[src/rtl/modem_cfg_pkg.sv]
`default_nettype none
package modem_cfg_pkg;

    // ************************************************************
    // Configuration byte offsets
    // ************************************************************
    localparam logic [7:0]  OFS_COMMAND     = 8'h04;
    localparam logic [7:0]  OFS_CONDITION   = 8'h06;
    localparam logic [7:0]  OFS_REVISION    = 8'h08;
    localparam logic [7:0]  OFS_PROG_IF     = 8'h09;
    localparam logic [7:0]  OFS_SUBCLASS    = 8'h0a;
    localparam logic [7:0]  OFS_BASE_CLASS  = 8'h0b;
    localparam logic [7:0]  OFS_HEADER      = 8'h0e;
    localparam logic [7:0]  OFS_MIXER_BASE  = 8'h10;

    // ************************************************************
    // Reset and fixed values
    // ************************************************************
    localparam logic [15:0] CONDITION_RESET = 16'h0280;
    localparam logic [15:0] COMMAND_RESET   = 16'h0000;
    localparam logic [7:0]  PROG_IF_VALUE   = 8'h00;
    localparam logic [7:0]  SUBCLASS_VALUE  = 8'h03;
    localparam logic [7:0]  BASE_CLASS_VAL  = 8'h07;
    localparam logic [7:0]  HEADER_VALUE    = 8'h00;
    localparam logic [31:0] MIXER_RESET     = 32'h0000_0001;
    localparam logic [7:0]  MIXER_BASE_RST  = 8'h00;

    // ************************************************************
    // Field positions
    // ************************************************************
    localparam int          ABORT_BIT       = 13;
    localparam int          SPEED_LSB       = 9;
    localparam int          B2B_BIT         = 7;
    localparam int          DECODE_EN_BIT   = 0;
    localparam int          BASE_LSB        = 8;
    localparam int          SPLIT_BIT       = 7;

endpackage
`default_nettype wire

[src/rtl/flag_w1c.sv]
`timescale 1ns/10ps
`default_nettype none
module flag_w1c (
    input  wire logic clock_in,
    input  wire logic rst_n_in,
    input  wire logic set_in,
    input  wire logic clear_in,
    output logic      flag_out
);
    // ************************************************************
    // Sticky flag, set beats clear
    // ************************************************************
    always_ff @(posedge clock_in) begin
        if (!rst_n_in) begin
            flag_out <= 1'b0;
        end else if (set_in) begin
            flag_out <= 1'b1;
        end else if (clear_in) begin
            flag_out <= 1'b0;
        end
    end
endmodule
`default_nettype wire

[src/rtl/mixer_window_decode.sv]
`timescale 1ns/10ps
`default_nettype none
module mixer_window_decode (
    input  wire logic       enable_in,
    input  wire logic [7:0] base_in,
    input  wire logic [15:0] addr_in,
    output logic            hit_out,
    output logic            secondary_out,
    output logic [6:0]      offset_out
);
    import modem_cfg_pkg::*;

    // ************************************************************
    // 256-byte window, halves split between codecs
    // ************************************************************
    assign hit_out       = enable_in && (addr_in[15:BASE_LSB] == base_in);
    assign secondary_out = addr_in[SPLIT_BIT];
    assign offset_out    = addr_in[6:0];
endmodule
`default_nettype wire

[src/rtl/modem_pci_config_header.sv]
// Summary of operation
// Device condition register is 16 bits, resets to 0280h.
// Bits 15, 14, 11, 8 and 6 read zero, writes ignored.
// Master abort by own bus transaction sets initiator abort flag, bit 13.
// Writing one to bit 13 clears the flag; zero leaves it.
// Decode speed field at bits 10:9 is read-only.
// Bit 7 reads one: back-to-back capable as target.
// Bit 5 and reserved bits 12, 4:0 read zero.
// Read-only revision code at offset 08h.
// Programming interface byte 00h at offset 09h.
// Subclass byte 03h at offset 0Ah.
// Base class byte 07h at offset 0Bh.
// Header layout byte 00h at offset 0Eh.
// Mixer window base is 32 bits at 10h, resets to 00000001h.
// Mixer base bit 0 is constant one, marking I/O space.
// Bits 15:8 writable, 31:16 and 7:1 zero; 256-byte window.
// Window hits are forwarded to the codec, nothing held locally. A hit while one access is in flight is left unclaimed.
// Offsets 00h-7Fh go to primary codec, 80h-FFh to secondary.
// I/O decode only while command bit 0 is one; reset zero.
// Abort in same cycle as clearing write keeps the flag set.
`timescale 1ns/10ps
`default_nettype none
module modem_pci_config_header #(
    parameter logic [7:0] REVISION_CODE = 8'h00 // Arbitrary value
) (
    input  wire logic        clock_in,
    input  wire logic        rst_n_in,
    input  wire logic        cfg_rd_in,
    input  wire logic        cfg_wr_in,
    input  wire logic [5:0]  cfg_dw_addr_in,
    input  wire logic [3:0]  cfg_be_in,
    input  wire logic [31:0] cfg_wdata_in,
    output logic             cfg_ack_out,
    output logic [31:0]      cfg_rdata_out,
    input  wire logic        master_abort_in,
    input  wire logic        io_req_in,
    input  wire logic        io_wr_in,
    input  wire logic [15:0] io_addr_in,
    input  wire logic [15:0] io_wdata_in,
    output logic             io_claim_out,
    output logic             io_done_out,
    output logic [15:0]      io_rdata_out,
    output logic             codec_req_out,
    output logic             codec_wr_out,
    output logic             codec_secondary_out,
    output logic [6:0]       codec_offset_out,
    output logic [15:0]      codec_wdata_out,
    input  wire logic        codec_done_in,
    input  wire logic [15:0] codec_rdata_in
);
    import modem_cfg_pkg::*;

    localparam logic [5:0] DW_COMMAND = OFS_COMMAND[7:2];
    localparam logic [5:0] DW_CLASS   = OFS_REVISION[7:2];
    localparam logic [5:0] DW_HEADER  = OFS_HEADER[7:2];
    localparam logic [5:0] DW_MIXER   = OFS_MIXER_BASE[7:2];

    logic        io_enable_reg;
    logic [7:0]  mixer_base_reg;
    logic        abort_flag;
    logic        abort_clear;
    logic [15:0] condition_value;
    logic [15:0] command_value;
    logic [31:0] mixer_value;
    logic [31:0] cfg_rdata_next;
    logic        win_hit;
    logic        win_secondary;
    logic [6:0]  win_offset;
    logic        busy_reg;
    logic        wr_cmd;
    logic        wr_mixer;

    // ************************************************************
    // Configuration writes
    // ************************************************************
    assign wr_cmd      = cfg_wr_in && (cfg_dw_addr_in == DW_COMMAND);
    assign wr_mixer    = cfg_wr_in && (cfg_dw_addr_in == DW_MIXER);
    assign abort_clear = wr_cmd && cfg_be_in[3] && cfg_wdata_in[16 + ABORT_BIT];

    always_ff @(posedge clock_in) begin
        if (!rst_n_in) begin
            io_enable_reg <= COMMAND_RESET[DECODE_EN_BIT];
        end else if (wr_cmd && cfg_be_in[0]) begin
            io_enable_reg <= cfg_wdata_in[DECODE_EN_BIT];
        end
    end

    always_ff @(posedge clock_in) begin
        if (!rst_n_in) begin
            mixer_base_reg <= MIXER_BASE_RST;
        end else if (wr_mixer && cfg_be_in[1]) begin
            mixer_base_reg <= cfg_wdata_in[15:BASE_LSB];
        end
    end

    flag_w1c abort_flag_inst (
        .clock_in (clock_in),
        .rst_n_in (rst_n_in),
        .set_in   (master_abort_in),
        .clear_in (abort_clear),
        .flag_out (abort_flag)
    );

    // ************************************************************
    // Read values
    // ************************************************************
    // Fixed bits all come from the reset pattern; only the flag moves
    assign condition_value = CONDITION_RESET
                           | ({15'h0000, abort_flag} << ABORT_BIT);
    assign command_value   = {15'h0000, io_enable_reg};
    assign mixer_value     = {16'h0000, mixer_base_reg, 7'h00, MIXER_RESET[0]};

    always_comb begin
        cfg_rdata_next = 32'h0000_0000;
        unique case (cfg_dw_addr_in)
            DW_COMMAND: begin
                cfg_rdata_next = {condition_value, command_value};
            end
            DW_CLASS: begin
                cfg_rdata_next = {BASE_CLASS_VAL, SUBCLASS_VALUE,
                                  PROG_IF_VALUE, REVISION_CODE};
            end
            DW_HEADER: begin
                cfg_rdata_next = {8'h00, HEADER_VALUE, 16'h0000};
            end
            DW_MIXER: begin
                cfg_rdata_next = mixer_value;
            end
            default: begin
                cfg_rdata_next = 32'h0000_0000;
            end
        endcase
    end

    always_ff @(posedge clock_in) begin
        if (!rst_n_in) begin
            cfg_rdata_out <= 32'h0000_0000;
            cfg_ack_out   <= 1'b0;
        end else begin
            cfg_ack_out <= cfg_rd_in || cfg_wr_in;
            if (cfg_rd_in) begin
                cfg_rdata_out <= cfg_rdata_next;
            end
        end
    end

    // ************************************************************
    // Mixer window forwarding
    // ************************************************************
    mixer_window_decode window_inst (
        .enable_in     (io_enable_reg),
        .base_in       (mixer_base_reg),
        .addr_in       (io_addr_in),
        .hit_out       (win_hit),
        .secondary_out (win_secondary),
        .offset_out    (win_offset)
    );

    // One access in flight; a second is left unclaimed so the host retries
    assign io_claim_out = io_req_in && win_hit && !busy_reg;

    always_ff @(posedge clock_in) begin
        if (!rst_n_in) begin
            busy_reg <= 1'b0;
        end else if (io_claim_out) begin
            busy_reg <= 1'b1;
        end else if (codec_done_in) begin
            busy_reg <= 1'b0;
        end
    end

    always_ff @(posedge clock_in) begin
        if (!rst_n_in) begin
            codec_req_out       <= 1'b0;
            codec_wr_out        <= 1'b0;
            codec_secondary_out <= 1'b0;
            codec_offset_out    <= 7'h00;
            codec_wdata_out     <= 16'h0000;
        end else begin
            codec_req_out <= io_claim_out;
            if (io_claim_out) begin
                codec_wr_out        <= io_wr_in;
                codec_secondary_out <= win_secondary;
                codec_offset_out    <= win_offset;
                codec_wdata_out     <= io_wdata_in;
            end
        end
    end

    always_ff @(posedge clock_in) begin
        if (!rst_n_in) begin
            io_done_out  <= 1'b0;
            io_rdata_out <= 16'h0000;
        end else begin
            io_done_out <= codec_done_in && busy_reg;
            if (codec_done_in && busy_reg) begin
                io_rdata_out <= codec_rdata_in;
            end
        end
    end
endmodule
`default_nettype wire

[config.mk]
export PLATFORM = sky130hd
export DESIGN_NAME = modem_pci_config_header
export DESIGN_NICKNAME = d
export VERILOG_FILES = /design/src/rtl/modem_cfg_pkg.sv /design/src/rtl/flag_w1c.sv /design/src/rtl/mixer_window_decode.sv /design/src/rtl/modem_pci_config_header.sv
export SDC_FILE = /design/constraint.sdc
export NUM_CORES = 1
export LEC_CHECK = 0
export ABC_AREA = 1
export ABC_CLOCK_PERIOD_IN_PS = 1600
export BUFFER_PORTS_ARGS = -buffer_cell sky130_fd_sc_hd__buf_2
export CAP_MARGIN = 20
export CORE_UTILIZATION = 40
export DETAILED_ROUTE_END_ITERATION = 8
export HOLD_SLACK_MARGIN = 0.15
export PLACE_DENSITY = 0.73
export SYNTH_ARGS = -nofsm -noshare
export SYNTH_HDL_FRONTEND = slang
export SYNTH_SLANG_ARGS = --single-unit
[constraint.sdc]
create_clock -name clock_in -period 1.6 [get_ports clock_in]
set_input_delay 0.4 -clock clock_in [delete_from_list [all_inputs] [get_ports clock_in]]
set_output_delay 0.4 -clock clock_in [all_outputs]
set_load 0.05 [all_outputs]
# [Yosys cells after proc, flatten, opt, wreduce, memory -nomap -nowiden]
# Index checks and enable logic that the tools add are counted.
[op_classes] addsub=0 n_reduce_logical=14 n_shift=0 order_cmp=0 n_bitwise=0 n_eq_ne=4 multipliers=0 mux=5 div_mod_pow=0
[ops] cell="30-bit one-hot mux with 3 select lines" n=1
[ops] cell="1-bit logical AND" n=10
[ops] cell="8-bit equality test" n=1
[ops] cell="6-bit by 1-bit equality test with 1-bit output (second input constant)" n=1
[ops] cell="6-bit by 2-bit equality test with 1-bit output (second input constant)" n=1
[ops] cell="6-bit by 3-bit equality test with 1-bit output (second input constant)" n=1
[ops] cell="1-bit two-way mux" n=4
[ops] cell="2-bit nonzero test" n=2
[ops] cell="1-bit zero test" n=1
[ops] cell="1-bit logical OR" n=1
[word_totals] mem_bits_rw=0 output_inout_bits=77 mem_count=0 wordCells=36 latch_bits=0 register_bits=87 input_bits=98 rom_bits=0

# [Longest topological paths before layout]
[depth] depth_word=6 ltp_mapped=10 ltp_nobuf=9

# [By module]
# A second synthesis with hierarchy kept.
[unflattened] cells_unflattened=381 area_unflattened_um2=2851.5
[by_module_without_submodules] mod="modem_pci_config_header" seq_area_each_um2=1341.3 n_inst=1 area_per_inst_um2=2595.0 cells_each=332
[by_module_without_submodules] mod="mixer_window_decode" seq_area_each_um2=0.0 n_inst=1 area_per_inst_um2=212.7 cells_each=43
[by_module_without_submodules] mod="flag_w1c" seq_area_each_um2=20.0 n_inst=1 area_per_inst_um2=43.8 cells_each=6

# [Worst setup path before layout]
# Ideal clock, no wire load.
[synth_timing] path_kind="in2out" startpoint="input io_addr_in[11]" endpoint="output io_claim_out" n_path_buf=0 arrival_time_ps=1401 slack_ps=-201 stages=6 required_time_ps=1200 path_cell_list="inv_1 -> nand2_1 -> nand2_1 -> nor2_1 -> nand4_1 -> nor2_1"
[synth_between] elab_chain_cells=4
[synth_rtl] element="start, declared" line_no="modem_pci_config_header.sv:38" source="input wire logic [15:0] io_addr_in,"
[synth_rtl] element="8-bit equality test" line_no="mixer_window_decode.sv:16" source="assign hit_out = enable_in && (addr_in[15:BASE_LSB] == base_in);"
[synth_rtl] element="1-bit logical AND" line_no="mixer_window_decode.sv:16"
[synth_rtl] element="1-bit logical AND (2 in series)" line_no="modem_pci_config_header.sv:160" source="assign io_claim_out = io_req_in && win_hit && !busy_reg;"
[synth_rtl] element="end, declared" line_no="modem_pci_config_header.sv:40" source="output logic io_claim_out,"
# Every way passes these cells.

# [Worst setup path after layout]
[layout_timing] startpoint="register mixer_base_reg[1]" endpoint="output io_claim_out"
[layout_between] elab_chain_cells=4
[layout_rtl] element="start, declared" line_no="modem_pci_config_header.sv:59" source="logic [7:0] mixer_base_reg;"
[layout_rtl] element="start signal, assigned" line_no="modem_pci_config_header.sv:92" source="mixer_base_reg <= cfg_wdata_in[15:BASE_LSB];"
[layout_rtl] element="8-bit equality test" line_no="mixer_window_decode.sv:16"
[layout_rtl] element="1-bit logical AND" line_no="mixer_window_decode.sv:16"
[layout_rtl] element="1-bit logical AND (2 in series)" line_no="modem_pci_config_header.sv:160"
# Every way passes these cells.

==> flow_metrics.tcl <==
set metrics [dict create \
    outcome "finished with violations" \
    violations "negative setup slack" \
    dp.cells 664 \
    initial_utilization 0.4180 \
    cts_tree "done" \
    ios 175 \
    grt_usage 0.1839 \
    final_area_sq_um 4095 \
    ir_worst_vdd_v 0.0004641 \
    synth-edff-count 0 \
    vias 3075 \
    wl_per_cell_um 10.89 \
    ant_nets 0 \
    crit_type "register to output port" \
    reg_top3 "codec_wdata_out x16, io_rdata_out x16, cfg_rdata_out x13" \
    drive_gt1_frac 0.3333 \
    routed_wl_um 7446 \
    fin_crit_sh 1.108 \
    path_common_cell "nor2_2" \
    fin_tns_setup_ns -0.1722 \
    die_w_um 89.29 \
    end_kind "output port" \
    yosys_warnings 0 \
    syn_area_sq_um 3048 \
    drt-vias-per-instance 4.496 \
    rows 31 \
    drc_errors 0 \
    setup_slack_ns -0.1722 \
    arrival_ns 1.37 \
    max_cap_viol_count 0 \
    ys_seq_elements 68 \
    power_leakage_nw 2.097 \
    grt_overflow 0 \
    cp-start-kind "register" \
    yosysUniqueCellTypes 26 \
    slowest_delay_ns 0.36 \
    cts_sinks 68 \
    setup_viol 1 \
    multiInputGateArea_sq_um 1338 \
    grt_pass1_vias 2721 \
    postSynth.asyncResetShare 0 \
    seq_area_frac_synth 0.4466 \
    area_growth_pct 34.36 \
    cts-buffers-inserted 9 \
    critical_path.top_delay_family "simple AND/OR/NAND/NOR gates" \
    hold_path_class "input port to register" \
    synth_cells 434 \
    clkLatencyLatePin_ns 0.34 \
    holdBufCountCts 0 \
    p_per_area_nw_per_um2 852.5 \
    cts-root-buf "clkbuf_8" \
    h-tree-depth 3 \
    slew_headroom 0.6657 \
    clk_pin_slew_ns 0.08 \
    critPathMaxFanout 3 \
    worst_pin_slew_ns 0.5009 \
    crit_chain "nor2_2 > nor2_2 > nor2_1 > nand4_1 > nor2_2 > buf_6" \
    regArea_sq_um 1370 \
    period_minus_slack_ns 1.772 \
    cp.required_ns 1.20 \
    fillers 731 \
    antenna_found_initial 0 \
    drt-initial-drc-count 113 \
    die_y_um 89.29 \
    skew_ns 0.009088 \
    avgSynthCellArea_sq_um 7.023 \
    fin_nets 678 \
    crit_slowest_cell "dfxtp_4" \
    fin_cells 684 \
    cts_max_path_buffers 2 \
    placed_area_sq_um 3831 \
    gp_congestion 0.8280 \
    slew_violations 0 \
    dr.pass1.iters 4 \
    fmaxAchievable_mhz 564.3 \
    rsz0062_at_grt "true" \
    diodes 0 \
    grt_pass1_wl_um 11360 \
    fin_total_pwr_mw 3.491 \
    port_buffers 135 \
    dpl.hpwl_um 5410 \
    dieArea_sq_um 7973 \
    coreArea_sq_um 7292 \
    synth_flop_cell "dfxtp_1" \
    critical_path_buf_inv_count 1 \
    grt_max_degree 55 \
    hold_viol 0 \
]
-- what timing repair did --
action,4_1_cts,5_1_grt
pin swaps,3,3
gates resized for setup,11,0
endpoints found under the setup margin,1,1
buffers inserted,2,2
-- layout make-up --
cell class                 count  share of cell area
sequential                    68              0.3346
clock buffer                  10             0.03361
timing repair buffer         156              0.2172
tap                           99             0.03025
clock inverter                 6             0.01558
multi-input combinational    299              0.3266
inverter                      46             0.04216
-- layout by cell type (no fill, tap or decap), types with 3 or more instances in the layout --
cell type | synthesis | final
nor2_1 | 105 | 103
o21ai_0 | 26 | 26
buf_12 | 0 | 4
nand3_1 | 32 | 32
conb_1 | 1 | 16
buf_2 | 1 | 134
nand2_2 | 4 | 4
dfxtp_2 | 0 | 4
clkbuf_8 | 0 | 10
nor3_1 | 9 | 9
dfxtp_1 | 68 | 63
inv_1 | 42 | 42
a21oi_1 | 13 | 13
buf_4 | 19 | 17
inv_2 | 3 | 3
nand4_1 | 6 | 6
nor2_2 | 5 | 7
nand2_1 | 71 | 71
-- cell usage after synthesis (all sizes together), types with 4 or more instances --
| cell type | count | area share |
|---|---|---|
| a21oi | 13 | 0.021 |
| buf | 29 | 0.074 |
| clkbuf | 7 | 0.0086 |
| dfxtp | 68 | 0.45 |
| inv | 45 | 0.055 |
| nand2 | 75 | 0.096 |
| nand3 | 32 | 0.053 |
| nand4 | 6 | 0.012 |
| nor2 | 111 | 0.14 |
| nor3 | 10 | 0.018 |
| o21ai | 26 | 0.043 |
| xnor2 | 4 | 0.011 |
-- cells by family after synthesis --
logic type      Yosys count  share of synthesized area
xor+xnor                  6                    0.01724
flops                    68                     0.4466
other cells               1                   0.001230
simple gates            236                     0.3268
compound gates           41                    0.06855
buf+inv                  82                     0.1396
-- report_power, final --
| group | total (mW) | internal [mW] | switching, mW |
|---|---|---|---|
| sequential | 1.70 | 1.70 | 0.00413 |
| clock | 1.42 | 0.759 | 0.663 |
| combinational | 0.368 | 0.125 | 0.243 |
| total | 3.49 | 2.58 | 0.910 |
-- through the flow --
step                      setup WS [ns]  hold WS, ns    util
final                           -0.1722       0.2702  0.5616
after floorplan                0.007628       0.4511       -
after global placement         -0.09038       0.4513  0.5254
after detailed placement        -0.1043       0.4573  0.5254
after CTS                       -0.1968       0.2580  0.5595
after global routing            -0.2756       0.2868  0.5616
-- final timing paths --
check	startpoint	endpoint	slack, ns	cells past startpoint
worst min-delay path	master_abort_in	abort_flag_inst.flag_out$_SDFFE_PN0P_	0.27	3
worst max register to register	mixer_base_reg[6]$_SDFFE_PN0P_	codec_wdata_out[3]$_SDFFE_PN0P_	0.22	10
worst min register to register	cfg_rdata_out[10]$_SDFFE_PN0P_	cfg_rdata_out[10]$_SDFFE_PN0P_	0.47	2
worst max-delay path	mixer_base_reg[1]$_SDFFE_PN0P_	io_claim_out	-0.17	6
-- worst register-to-register path, delay by kind of cell, from the launching register on --
family	cells	cell delay, ns
buffers and inverters	3	0.35
flip-flops	1	0.38
AND/OR/NAND/NOR	7	0.59
-- metal layers --
layer	share of wire	routed length [um]	global-route usage	vias up
met5	0	0	0	-
met2	0.48	3541	0.3269	113
met4	0.012	87	0.08658	0
li1	-	-	-	1610
met1	0.43	3191	0.2050	1344
met3	0.084	626	0.04801	8
(Power assumes the default switching activity.)
